[src/hw/conv_pkg.sv]
package conv_pkg;
   // Register byte offsets
   localparam logic [5:0] CTRL_OFS = 6'h00;
   localparam logic [5:0] SRC0_OFS = 6'h04;
   localparam logic [5:0] SRC1_OFS = 6'h08;
   localparam logic [5:0] SRC2_OFS = 6'h0c;
   localparam logic [5:0] DSG_OFS = 6'h10;
   localparam logic [5:0] DEST_OFS = 6'h14;
   localparam logic [5:0] AREA_OFS = 6'h18;
   localparam logic [5:0] STAT_OFS = 6'h1c;
   localparam logic [5:0] RES0_OFS = 6'h20;
   localparam logic [5:0] RES1_OFS = 6'h24;
   // Control bits
   localparam int CTRL_GO_BIT = 0;
   localparam int CTRL_OP_BIT = 1;
   localparam int CTRL_EXEC_BIT = 2;
   // Area and pointer check bits, supplied by the sequencer
   localparam int AREA_SRC_BIT = 0;
   localparam int AREA_RES_BIT = 1;
   localparam int AREA_PTR_BIT = 2;
   // Status bits
   localparam int STAT_BUSY_BIT = 0;
   localparam int STAT_DONE_BIT = 1;
   localparam int STAT_ERR_BIT = 2;
   localparam int STAT_ZERO_BIT = 3;
   // Reset values
   localparam logic [15:0] WORD_RST = 16'h0000;
   // Time conversion constants
   localparam logic [12:0] SEC_PER_HOUR = 13'h0e10;
   localparam logic [25:0] SEC_LIMIT = 26'h225_50ff;
   localparam logic [13:0] DEC_SCALE = 14'h2710;
   localparam logic [11:0] SEC_PER_MIN = 12'h03c;
   localparam logic [4:0] DIV_LAST = 5'h19;
   localparam logic [3:0] BCD_MAX = 4'h9;
   localparam logic [7:0] MINSEC_MAX = 8'h59;
   // Digit designator encodings
   localparam logic [3:0] DSG_POS_MAX = 4'h3;
   localparam logic [3:0] DSG_HALF_MAX = 4'h1;
   localparam logic [3:0] PAR_NONE = 4'h0;
   localparam logic [3:0] PAR_EVEN = 4'h1;
   localparam logic [3:0] PAR_ODD = 4'h2;
   // ASCII ranges of hexadecimal digits
   localparam logic [6:0] ASC_0 = 7'h30;
   localparam logic [6:0] ASC_9 = 7'h39;
   localparam logic [6:0] ASC_A = 7'h41;
   localparam logic [6:0] ASC_F = 7'h46;
   localparam logic [3:0] HEX_A = 4'ha;
   // Bus responses
   localparam logic [1:0] RESP_OKAY = 2'h0;
   localparam logic [1:0] RESP_SLVERR = 2'h2;
   // Sequencer states, one-hot
   typedef enum logic [2:0] {
      ST_IDLE = 3'h1,
      ST_DIV = 3'h2,
      ST_FIN = 3'h4
   } conv_state_t;
endpackage

[src/hw/time_ascii_conv.sv]
// Behaviour
// - Seconds in S,S+1 become time in R,R+1
// - Seconds bits 0-7, minutes 8-15, hours next
// - Result at most 9999h 59m 59s
// - Error on non-BCD or over 35,999,999
// - Error when word pairs straddle data areas
// - Zero flag follows zero time result
// - Error on nonexistent indirect memory operand
// - No action while execution condition off
// - Each ASCII byte becomes one hex digit
// - Up to four bytes from S..S+2 in order
// - Destination digits wrap to digit zero
// - Byte top bit is parity; none means zero
// - Even parity needs even one count
// - Odd parity needs odd one count
// - Only low seven bits give the value
// - Parity mismatch flags error, destination kept
// - Non-hex character flags error
// - Source words in different areas flag error
//
// The register offsets and the AXI4-Lite register port were chosen for this implementation.
`timescale 1ns/1ps
module time_ascii_conv
   import conv_pkg::*;
#(
   parameter int ADDR_W = 6
) (
   input wire logic aclk,
   input wire logic aresetn,
   input wire logic [ADDR_W-1:0] awaddr,
   input wire logic awvalid,
   output logic awready,
   input wire logic [31:0] wdata,
   input wire logic [3:0] wstrb,
   input wire logic wvalid,
   output logic wready,
   output logic [1:0] bresp,
   output logic bvalid,
   input wire logic bready,
   input wire logic [ADDR_W-1:0] araddr,
   input wire logic arvalid,
   output logic arready,
   output logic [31:0] rdata,
   output logic [1:0] rresp,
   output logic rvalid,
   input wire logic rready
);
   // Whole block state, registered in one place
   typedef struct packed {
      conv_state_t st;
      logic op_hex;
      logic exec_on;
      logic go;
      logic [15:0] src0;
      logic [15:0] src1;
      logic [15:0] src2;
      logic [15:0] dsg;
      logic [15:0] dest;
      logic [2:0] area;
      logic [15:0] res0;
      logic [15:0] res1;
      logic err;
      logic zero;
      logic done;
      logic fin;
      logic [25:0] dvd;
      logic [11:0] rem;
      logic [4:0] cnt;
      logic aw_have;
      logic [ADDR_W-1:0] aw_addr;
      logic w_have;
      logic [15:0] w_data;
      logic [1:0] w_strb;
      logic awready;
      logic wready;
      logic bvalid;
      logic [1:0] bresp;
      logic arready;
      logic rvalid;
      logic [31:0] rdata;
      logic [1:0] rresp;
   } state_t;

   state_t s_reg;
   state_t s_next;

   // Address decode, shared by write and read paths
   function automatic logic addr_hit(input logic [ADDR_W-1:0] a);
      logic [5:0] o;
      o = 6'(a);
      addr_hit = (a[1:0] == 2'h0) && (o <= RES1_OFS);
   endfunction

   // Byte-lane merge of a 16-bit register
   function automatic logic [15:0] merge16(input logic [15:0] old, input logic [15:0] d, input logic [1:0] be);
      merge16 = old;
      if (be[0]) begin
         merge16[7:0] = d[7:0];
      end
      if (be[1]) begin
         merge16[15:8] = d[15:8];
      end
   endfunction

   // True when every nibble is a decimal digit
   function automatic logic is_bcd(input logic [15:0] w);
      is_bcd = 1'b1;
      for (int i = 0; i < 4; i++) begin
         if (w[i*4+:4] > BCD_MAX) begin
            is_bcd = 1'b0;
         end
      end
   endfunction

   // Four BCD digits to binary
   function automatic logic [13:0] bcd_to_bin(input logic [15:0] w);
      bcd_to_bin = 14'h0;
      for (int i = 3; i >= 0; i--) begin
         bcd_to_bin = 14'(bcd_to_bin * 14'h00a + 14'(w[i*4+:4]));
      end
   endfunction

   // Binary below 10000 to four BCD digits, shift-and-add-three
   function automatic logic [15:0] bin_to_bcd(input logic [13:0] b);
      logic [29:0] sh;
      sh = {16'h0, b};
      for (int i = 0; i < 14; i++) begin
         for (int d = 0; d < 4; d++) begin
            if (sh[14+d*4+:4] > 4'h4) begin
               sh[14+d*4+:4] = 4'(sh[14+d*4+:4] + 4'h3);
            end
         end
         sh = {sh[28:0], 1'b0};
      end
      bin_to_bcd = sh[29:14];
   endfunction

   // Value below 60 to two BCD digits
   function automatic logic [7:0] two_bcd(input logic [11:0] v);
      two_bcd = {4'(v / 12'h00a), 4'(v % 12'h00a)};
   endfunction

   // Checks made at the start of an operation
   logic dsg_ok;
   logic sth_err;
   logic hex_err;
   logic [15:0] hex_word;
   logic [26:0] sec_bin; // One spare bit so that 9999 9999 cannot wrap below the limit
   logic go_start;

   // Seconds-to-time operand checks and binary seconds count
   always_comb begin
      sec_bin = 27'(bcd_to_bin(s_reg.src1)) * 27'(DEC_SCALE) + 27'(bcd_to_bin(s_reg.src0));
      sth_err = !is_bcd(s_reg.src0) || !is_bcd(s_reg.src1) || (sec_bin > SEC_LIMIT);
      sth_err = sth_err || !s_reg.area[AREA_SRC_BIT] || !s_reg.area[AREA_RES_BIT];
      sth_err = sth_err || !s_reg.area[AREA_PTR_BIT];
   end

   // ASCII-to-hex conversion of all selected bytes at once
   always_comb begin
      logic [47:0] bytes;
      logic [7:0] ch;
      logic [3:0] val;
      logic [2:0] idx;
      logic [1:0] pos;
      logic par_bad;
      bytes = {s_reg.src2, s_reg.src1, s_reg.src0};
      ch = 8'h0;
      val = 4'h0;
      idx = 3'h0;
      pos = 2'h0;
      par_bad = 1'b0;
      hex_word = s_reg.dest;
      dsg_ok = (s_reg.dsg[3:0] <= DSG_POS_MAX) && (s_reg.dsg[7:4] <= DSG_POS_MAX)
         && (s_reg.dsg[11:8] <= DSG_HALF_MAX) && (s_reg.dsg[15:12] <= PAR_ODD);
      hex_err = !dsg_ok || !s_reg.area[AREA_SRC_BIT] || !s_reg.area[AREA_PTR_BIT];
      for (int k = 0; k < 4; k++) begin
         if (3'(k) <= 3'(s_reg.dsg[5:4])) begin
            // Consecutive bytes from the first half
            idx = 3'(3'(s_reg.dsg[8]) + 3'(k));
            ch = bytes[idx*8+:8];
            // No parity means top bit zero
            case (s_reg.dsg[15:12])
               PAR_NONE: par_bad = ch[7];
               PAR_EVEN: par_bad = ^ch;
               PAR_ODD: par_bad = ~^ch;
               default: par_bad = 1'b1;
            endcase
            // Value from low seven bits only
            if (ch[6:0] >= ASC_0 && ch[6:0] <= ASC_9) begin
               val = 4'(ch[6:0] - ASC_0);
            end else if (ch[6:0] >= ASC_A && ch[6:0] <= ASC_F) begin
               val = 4'(ch[6:0] - ASC_A + 7'(HEX_A));
            end else begin
               val = 4'h0;
               hex_err = 1'b1;
            end
            hex_err = hex_err || par_bad;
            pos = 2'(s_reg.dsg[1:0] + 2'(k));
            hex_word[pos*4+:4] = val;
         end
      end
   end

   assign go_start = s_reg.go && (s_reg.st == ST_IDLE);

   // Next-state logic for bus slave and conversion sequencer
   always_comb begin
      logic [12:0] trial;
      trial = 13'h0;
      s_next = s_reg;
      s_next.go = 1'b0;
      s_next.fin = 1'b0;
      // Capture write address and data in either order
      if (awvalid && s_reg.awready) begin
         s_next.aw_have = 1'b1;
         s_next.aw_addr = awaddr;
      end
      if (wvalid && s_reg.wready) begin
         s_next.w_have = 1'b1;
         s_next.w_data = wdata[15:0];
         s_next.w_strb = wstrb[1:0];
      end
      // Response drained by master
      if (s_reg.bvalid && bready) begin
         s_next.bvalid = 1'b0;
      end
      // Perform write once both halves are held
      if (s_reg.aw_have && s_reg.w_have && !s_reg.bvalid) begin
         s_next.aw_have = 1'b0;
         s_next.w_have = 1'b0;
         s_next.bvalid = 1'b1;
         s_next.bresp = addr_hit(s_reg.aw_addr) ? RESP_OKAY : RESP_SLVERR;
         case (6'(s_reg.aw_addr))
            CTRL_OFS: begin
               if (s_reg.w_strb[0]) begin
                  s_next.go = s_reg.w_data[CTRL_GO_BIT];
                  s_next.op_hex = s_reg.w_data[CTRL_OP_BIT];
                  s_next.exec_on = s_reg.w_data[CTRL_EXEC_BIT];
               end
            end
            SRC0_OFS: s_next.src0 = merge16(s_reg.src0, s_reg.w_data, s_reg.w_strb);
            SRC1_OFS: s_next.src1 = merge16(s_reg.src1, s_reg.w_data, s_reg.w_strb);
            SRC2_OFS: s_next.src2 = merge16(s_reg.src2, s_reg.w_data, s_reg.w_strb);
            DSG_OFS: s_next.dsg = merge16(s_reg.dsg, s_reg.w_data, s_reg.w_strb);
            DEST_OFS: s_next.dest = merge16(s_reg.dest, s_reg.w_data, s_reg.w_strb);
            AREA_OFS: begin
               if (s_reg.w_strb[0]) begin
                  s_next.area = s_reg.w_data[2:0];
               end
            end
            // Status and results are read-only
            default: s_next.go = 1'b0;
         endcase
      end
      // Ready only while nothing of that channel is held
      s_next.awready = !s_next.aw_have;
      s_next.wready = !s_next.w_have;
      // Read channel: one read under way at a time
      if (s_reg.rvalid && rready) begin
         s_next.rvalid = 1'b0;
      end
      if (arvalid && s_reg.arready) begin
         s_next.rvalid = 1'b1;
         s_next.rresp = addr_hit(araddr) ? RESP_OKAY : RESP_SLVERR;
         case (6'(araddr))
            CTRL_OFS: s_next.rdata = 32'({s_reg.exec_on, s_reg.op_hex, 1'b0});
            SRC0_OFS: s_next.rdata = 32'(s_reg.src0);
            SRC1_OFS: s_next.rdata = 32'(s_reg.src1);
            SRC2_OFS: s_next.rdata = 32'(s_reg.src2);
            DSG_OFS: s_next.rdata = 32'(s_reg.dsg);
            DEST_OFS: s_next.rdata = 32'(s_reg.dest);
            AREA_OFS: s_next.rdata = 32'(s_reg.area);
            STAT_OFS: s_next.rdata = 32'({s_reg.zero, s_reg.err, s_reg.done, s_reg.st != ST_IDLE});
            RES0_OFS: s_next.rdata = 32'(s_reg.res0);
            RES1_OFS: s_next.rdata = 32'(s_reg.res1);
            default: s_next.rdata = 32'h0;
         endcase
      end
      s_next.arready = !s_next.rvalid;
      // Conversion sequencer
      case (s_reg.st)
         ST_IDLE: begin
            // Start only with execution condition on
            if (go_start && s_reg.exec_on) begin
               s_next.done = 1'b0;
               if (s_reg.op_hex) begin
                  s_next.fin = 1'b1;
                  s_next.done = 1'b1;
                  s_next.err = hex_err;
                  if (!hex_err) begin
                     s_next.res0 = hex_word;
                  end
               end else if (sth_err) begin
                  // Results left as they were
                  s_next.fin = 1'b1;
                  s_next.done = 1'b1;
                  s_next.err = 1'b1;
               end else begin
                  // Long division by 3600, one quotient bit per cycle
                  s_next.dvd = 26'(sec_bin);
                  s_next.rem = 12'h0;
                  s_next.cnt = 5'h0;
                  s_next.st = ST_DIV;
               end
            end
         end
         ST_DIV: begin
            // Split seconds into hours and remainder
            trial = {s_reg.rem, s_reg.dvd[25]};
            if (trial >= SEC_PER_HOUR) begin
               trial = 13'(trial - SEC_PER_HOUR);
            end
            s_next.rem = trial[11:0];
            s_next.dvd = {s_reg.dvd[24:0], ({s_reg.rem, s_reg.dvd[25]} >= SEC_PER_HOUR)};
            s_next.cnt = 5'(s_reg.cnt + 5'h1);
            if (s_reg.cnt == DIV_LAST) begin
               s_next.st = ST_FIN;
            end
         end
         ST_FIN: begin
            // Seconds low byte, minutes high byte
            // Remainder below 3600 keeps fields under 60
            s_next.res0 = {two_bcd(s_reg.rem / SEC_PER_MIN), two_bcd(12'(s_reg.rem % SEC_PER_MIN))};
            s_next.res1 = bin_to_bcd(s_reg.dvd[13:0]);
            s_next.zero = (s_reg.rem == 12'h0) && (s_reg.dvd == 26'h0);
            s_next.err = 1'b0;
            s_next.done = 1'b1;
            s_next.fin = 1'b1;
            s_next.st = ST_IDLE;
         end
         default: s_next.st = ST_IDLE;
      endcase
   end

   // State register, synchronous reset
   always_ff @(posedge aclk) begin
      if (!aresetn) begin
         s_reg <= '0;
         s_reg.st <= ST_IDLE;
      end else begin
         s_reg <= s_next;
      end
   end

   // Outputs straight from flip-flops
   assign awready = s_reg.awready;
   assign wready = s_reg.wready;
   assign bvalid = s_reg.bvalid;
   assign bresp = s_reg.bresp;
   assign arready = s_reg.arready;
   assign rvalid = s_reg.rvalid;
   assign rdata = s_reg.rdata;
   assign rresp = s_reg.rresp;
endmodule

[config.mk]
export PLATFORM = sky130hd
export DESIGN_NAME = time_ascii_conv
export DESIGN_NICKNAME = d
export VERILOG_FILES = /design/src/hw/conv_pkg.sv /design/src/hw/time_ascii_conv.sv
export SDC_FILE = /design/constraint.sdc
export NUM_CORES = 1
export LEC_CHECK = 0
export ABC_AREA = 1
export BUFFER_PORTS_ARGS = -buffer_cell sky130_fd_sc_hd__buf_4
export CAP_MARGIN = 30
export CORE_ASPECT_RATIO = 0.7
export CORE_UTILIZATION = 60
export CTS_CLUSTER_SIZE = 24
export DETAILED_ROUTE_END_ITERATION = 10
export GPL_ROUTABILITY_DRIVEN = 1
export GPL_TIMING_DRIVEN = 0
export PLACE_DENSITY = 0.78
export SETUP_SLACK_MARGIN = 0.05
export SYNTH_ARGS = -nofsm -noshare
export SYNTH_HDL_FRONTEND = slang
export SYNTH_SLANG_ARGS = --single-unit
[constraint.sdc]
create_clock -name aclk -period 14.9 [get_ports aclk]
set_input_delay 1.49 -clock aclk [delete_from_list [all_inputs] [get_ports aclk]]
set_output_delay 1.49 -clock aclk [all_outputs]
set_load 0.01 [all_outputs]
==> impl_results.md, run 1 <==
- Max Clock Skew: 12.64 ps
- Max-cap violations: 0
- Sw frac: 0.2593
- Synth Register Bits: 216
- Share of the synthesized area in the top cell type: 0.1988
- Clock sinks: 216
- Overflow after GRT: 0
- Largest net degree at the start of global routing: 14
- Yosys warnings: 0
- Routed vias/inst: 5.923
- Share of cells above drive strength 1: 0.09512
- Cell accounting for the most synthesized area: dfxtp_1
- Worst path max stage delay: 610 ps
- Critical Path AT: 12560 ps
- Total GRT Usage: 0.3746
- Final Hold Fails: 0
- Combinational power share: 0.059
- CTS tree: done
- Vias in the first global route: 20220
- Status: complete, no violations
- Setup tns final: 0 ps
- Multi-input gate area in the final layout: 15000 um^2
- Gpl congestion: 1.028
- Slew headroom: 0.3139
- Starting Density: 0.6186
- Die X: 229.6 um
- 1st-iter DRT viols: 2500
- Crit end category: flop
- Hold-fix buffer count after cts: 0
- Post-synth top flop: dfxtp_1
- DP Area: 22850 um^2
- Total CTS buffers: 24
- Port-buffer cells: 59
- Cells after Synth: 3096
- Post-CTS Resized: 0
- Crit path max fanout: 10
- Reg power frac: 0.472
- Synth area leaders: dfxtp_1 20%, ha_1 15%, inv_1 8.6%, nand2_1 7.9%, o21ai_0 5.2%
- Distinct cells, synth: 73
- Max Used Layer: met4
- Worst setup SP type: flop
- Drt total wl: 70440 um
- Clock Power Share: 0.469
- DIE AREA: 37030 um^2
- DRC: 0
- H-tree depth: 1
- Dpl hpwl: 57210 um
- Postcts setup bufs: 0
- WP data required: 15380 ps
- Final nets: 3556
- Finished Cell Area: 23610 um^2
- Die height: 161.3 um
- ANT nets after route: 0
- Clk buf depth: 3
- Row cnt: 57
- Met1 WL: 31340 um
- Final min period: 12090 ps
- Switch Pwr: 0.0003231 W
- Number of flip-flops in the largest register: 193
- Sequential fraction of the synthesis area: 0.1988
- Clock slew at reported path FFs: 70 ps
- Cell Int Power: 0.0009227 W
- FF+latch area: 4324 um^2
- P_leak: 11.29 nW
- Synth async-reset ratio: 0
- Min-delay worst type: flop to flop
- Non-filler instance count after layout: 3690
- Met3 wire len: 7531 um
- Initial antenna violation count: 1
- Wire per inst: 19.09 um
- Total power: 0.001246 W
- Skew-Pair Late Insertion Delay: 550 ps
- Actual slew at the worst max-slew pin: 1026 ps
- Critical path class: flop to flop
- Via Count: 21860
- Routed met2 length: 29590 um
- Fmax: 0.08273 GHz
- Layout fillers: 3064
- Slowest stage cell, crit path: dfxtp_1
- Clk root buf: clkbuf_16
- Post-synth EDFFs: 0
- Placed Instances: 3645
- P per Cell Area: 52.78 nW/um^2
- Max-slew violation count: 0
- RSZ-0062 raised after global routing: no
- Mean post-synth cell area: 7.025 um^2
- First-pass GRT wire length: 109700 um
- IO Count: 96
- Peak VDD IR: 0.00006768 V
- Most frequent cells in the layout: 498 x inv_1, 458 x nand2_1, 260 x ha_1, 250 x nor2_1, 226 x o21ai_0
- Worst path most repeated cell: inv_1
- Area Growth Syn to Fin: 8.537%
- Fin crit share: 0.8112
- Post-synthesis cell area: 21750 um^2
- Most common library cell in the layout ignoring fill and taps: inv_1
- Final setup vio count: 0
- DRT Pass-1 Iters: 6
- Core Area: 35160 um^2
==> routing by layer <==
layer	track usage	up-vias
met1	0.5344	10220
met5	0	-
met2	0.5769	1057
met4	0.09424	0
met3	0.07327	147
li1	-	10430
==> per-stage QoR <==
stage	util	setup WS, ps	hold WS, ps
2_1_floorplan	-	4888	426.7
3_3_place_gp	0.6498	3202	447.2
3_5_place_dp	0.6500	3023	449.4
4_1_cts	0.6713	2988	464.9
5_1_grt	0.6714	1758	483.3
6_report	0.6714	2813	462.6
==> kinds of logic after synthesis <==
logic type | share of synthesized area
mux | 0.0005177
simple gates | 0.2233
buf+inv | 0.1142
compound gates | 0.2006
other cells | 0.0001724
xor+xnor | 0.07415
fa+ha+maj | 0.1882
flops | 0.1988
==> final cells by class <==
class	count	area share
clock buffers	35	0.02846
clock inverters	9	0.003286
repair buffers	60	0.01908
well taps	472	0.02502
inverters	517	0.08226
flip-flops and latches	216	0.1832
diodes	1	0.0001060
multi-input cells	2272	0.6356
plain buffers	108	0.02300
==> worst paths after layout <==
kind / start / end / slack [ps] / cells after the start
max: s_reg[211] / s_reg[100] / 2810 / 59
min: s_reg[114] / s_reg[114] / 460 / 2
max reg2reg: s_reg[211] / s_reg[100] / 2810 / 59
min reg2reg: s_reg[114] / s_reg[114] / 460 / 2
==> power by group through the flow <==
stage	combinational [W]	sequential, W	clock, W
floorplan	0.0000378	0.000600	0
global placement	0.0000683	0.000600	0
detailed placement	0.0000697	0.000600	0
CTS	0.0000702	0.000587	0.000581
global route	0.0000778	0.000588	0.000606
finish	0.0000734	0.000588	0.000585
==> worst max-delay path, delay by kind of cell, from the launching register on <==
kind,cells,cell delay (ps)
compound gates,9,1390
xor+xnor,5,1380
fa+ha+maj,12,4530
buf+inv,16,1830
flops,1,610
simple gates,17,2280
==> Yosys cell counts, types with 14 or more instances <==
cell,n
inv_1,498
nand2_1,458
ha_1,260
nor2_1,250
o21ai_0,226
dfxtp_1,216
a21oi_1,215
nand3_1,127
xor2_1,104
clkbuf_1,69
xnor2_1,56
a211oi_1,54
nand2_2,53
fa_1,42
nor3_1,42
buf_4,36
nand4_1,35
a22oi_1,33
o22ai_1,30
or2_2,27
a221oi_1,20
o21bai_1,20
inv_2,16
o21ai_1,16
nor4_1,14
Power figures use the tool's default switching activity.
==> run 2, diff against run 1 <==
- CORE_UTILIZATION: 60 -> 58
- PLACE_DENSITY: 0.78 -> 0.79
- clock period: 14.9 -> 10.7 ns (I/O delays scaled with it)
==> impl_results.md, run 2 (same netlist as run 1, synthesis figures left out) <==
- Status: finished with violations
- Failing checks: DRC
- ANT nets after route: 0 (unchanged)
- Drt total wl: 71550 um (+1.6%)
- Critical path class: flop to flop
- P_leak: 11.63 nW (+3.0%)
- Final nets: 3591 (+0.98%)
- Final setup vio count: 0 (unchanged)
- Worst setup SP type: flop
- Peak VDD IR: 0.00008258 V (+22%)
- Actual slew at the worst max-slew pin: 1094 ps (+68.39 ps)
- Routed vias/inst: 5.843 (-1.3%)
- Initial antenna violation count: 5 (+4)
- Max-slew violation count: 0 (unchanged)
- Total CTS buffers: 24 (unchanged)
- First-pass GRT wire length: 107900 um (-1.6%)
- Number of flip-flops in the largest register: 193 (unchanged)
- Port-buffer cells: 59 (unchanged)
- 1st-iter DRT viols: 2261 (-9.6%)
- CP top delay family: adder cells
- Vias in the first global route: 20180 (-0.23%)
- Slew headroom: 0.2650 (-0.04889)
- Clock sinks: 216 (unchanged)
- DP Worst Slack: -1025 ps (-4048 ps)
- Fin crit share: 0.9791 (+0.1679)
- Core Area: 36430 um^2 (+3.6%)
- Crit end category: flop
- Worst path max stage delay: 540 ps (-70 ps)
- Overflow after GRT: 0 (unchanged)
- Area Growth Syn to Fin: 12.67%
- Most common library cell in the layout ignoring fill and taps: inv_1
- Multi-input gate area in the final layout: 15500 um^2 (+3.3%)
- FF+latch area: 4340 um^2 (+0.38%)
- DIE AREA: 38290 um^2 (+3.4%)
- IO Count: 96 (unchanged)
- Max Clock Skew: 23.16 ps (+10.51 ps)
- Largest net degree at the start of global routing: 15 (+1)
- H-tree depth: 1 (unchanged)
- Final min period: 10480 ps (-1611 ps)
- Slowest stage cell, crit path: fa_1
- Die height: 164.0 um (+1.7%)
- CTS tree: done
- Clock slew at reported path FFs: 70 ps (about the same)
- Layout fillers: 3057 (-0.23%)
- P per Cell Area: 73.79 nW/um^2 (+40%)
- WP buf/inv: 12 (-4)
- Clk root buf: clkbuf_16
- DRT Pass-1 Iters: 9 (+3)
- Die X: 233.5 um (+1.7%)
- Skew-Pair Late Insertion Delay: 560 ps (about the same)
- Final Hold Fails: 0 (unchanged)
- Min-delay worst type: flop to flop
- Worst path most repeated cell: inv_1
- Max-cap violations: 0 (unchanged)
- Most frequent cells in the layout: 489 x inv_1, 454 x nand2_1, 250 x ha_1, 245 x nor2_1, 211 x dfxtp_1
- Crit path max fanout: 6 (-4)
- Row cnt: 58 (+1.8%)
- Critical Path AT: 10910 ps (-1650 ps)
- Starting Density: 0.5970 (-0.02156)
- Final Core Density: 0.6727 (+0.001254)
- Wire per inst: 19.16 um (+0.37%)
- DRC: 8 (+8)
- Dpl hpwl: 56560 um (-1.1%)
- Total GRT Usage: 0.3628 (-0.01187)
- Clk buf depth: 3 (unchanged)
- Fmax: 0.09545 GHz (+15%)
- Gpl congestion: 1.046 (+1.8%)
- WP data required: 11130 ps (-4250 ps)
- Via Count: 21820 (-0.17%)
- Share of cells above drive strength 1: 0.1320 (+0.03684)
- Fin worst setup slack: 223.6 ps (-2589 ps)
==> run 2: changes by cell type in the layout (fill, tap and decap cells not counted), sizes merged <==
| cell | delta |
|---|---|
| buf | +37 |
| clkbuf | -8 |
| clkinvlp | +4 |
| bufinv | +3 |
| clkinv | -2 |
| diode | +2 |
| clkdlybuf4s15 | +1 |
| inv | -1 |
==> run 2: timing repair <==
action,in CTS,in global routing
gates resized for setup,37,95
setup endpoints to repair,48,48
setup buffers,10,24
hold buffers,0,0
gates cloned,0,1
pin swaps,11,23
==> run 2: layout make-up <==
type	instances	area share
multi-input combinational	2272	0.6326
sequential	216	0.1771
inverter	517	0.07940
timing repair buffer	95	0.02941
clock buffer	30	0.02665
tap	480	0.02451
buffer	108	0.02287
clock inverter	13	0.007148
antenna	3	0.0003064
==> run 2: path summary, 6_finish.rpt <==
path / depth (start not counted) / startpoint / slack [ps] / endpoint
setup / recovery: 57 / s_reg[209] / 220 / s_reg[71]
setup reg to reg: 57 / s_reg[209] / 220 / s_reg[71]
hold reg to reg: 2 / rdata[8] / 470 / rdata[8]
hold / removal: 2 / rdata[8] / 470 / rdata[8]
==> run 2: per-layer routing <==
metal  routed length (um)  up-vias  global-route usage
met5                    0        -                   0
met4                 2407        0              0.1136
met3                 8248      152              0.1106
met2                29780     1001              0.5425
met1                31110    10160              0.4968
li1                     -    10500                   -
==> run 2: tightest hold or removal path, cell delays in order, from the launching register on <==
cell,delay (ps)
dfxtp_1,310
nand2_1,60
a21oi_1,50
==> run 2: stage by stage <==
stage                     area, um^2  hold WS, ps  total power (W)  setup TNS, ps  std cells
final                          24500        466.1         0.001808              0       3734
after global routing           24500        481.5         0.001844         -10760       3734
after CTS                      23910        466.2         0.001802              0       3706
after detailed placement       22860        448.3        0.0009326         -34100       3653
after global placement         22860        447.8        0.0009301         -27180       3652
after floorplan                21810        426.7        0.0008875              0       3113
==> run 2: power by group <==
part	total, W	internal, W	switching, W
logic	0.000103	0.0000301	0.0000731
registers	0.000818	0.000812	0.00000560
clock network	0.000887	0.000511	0.000376
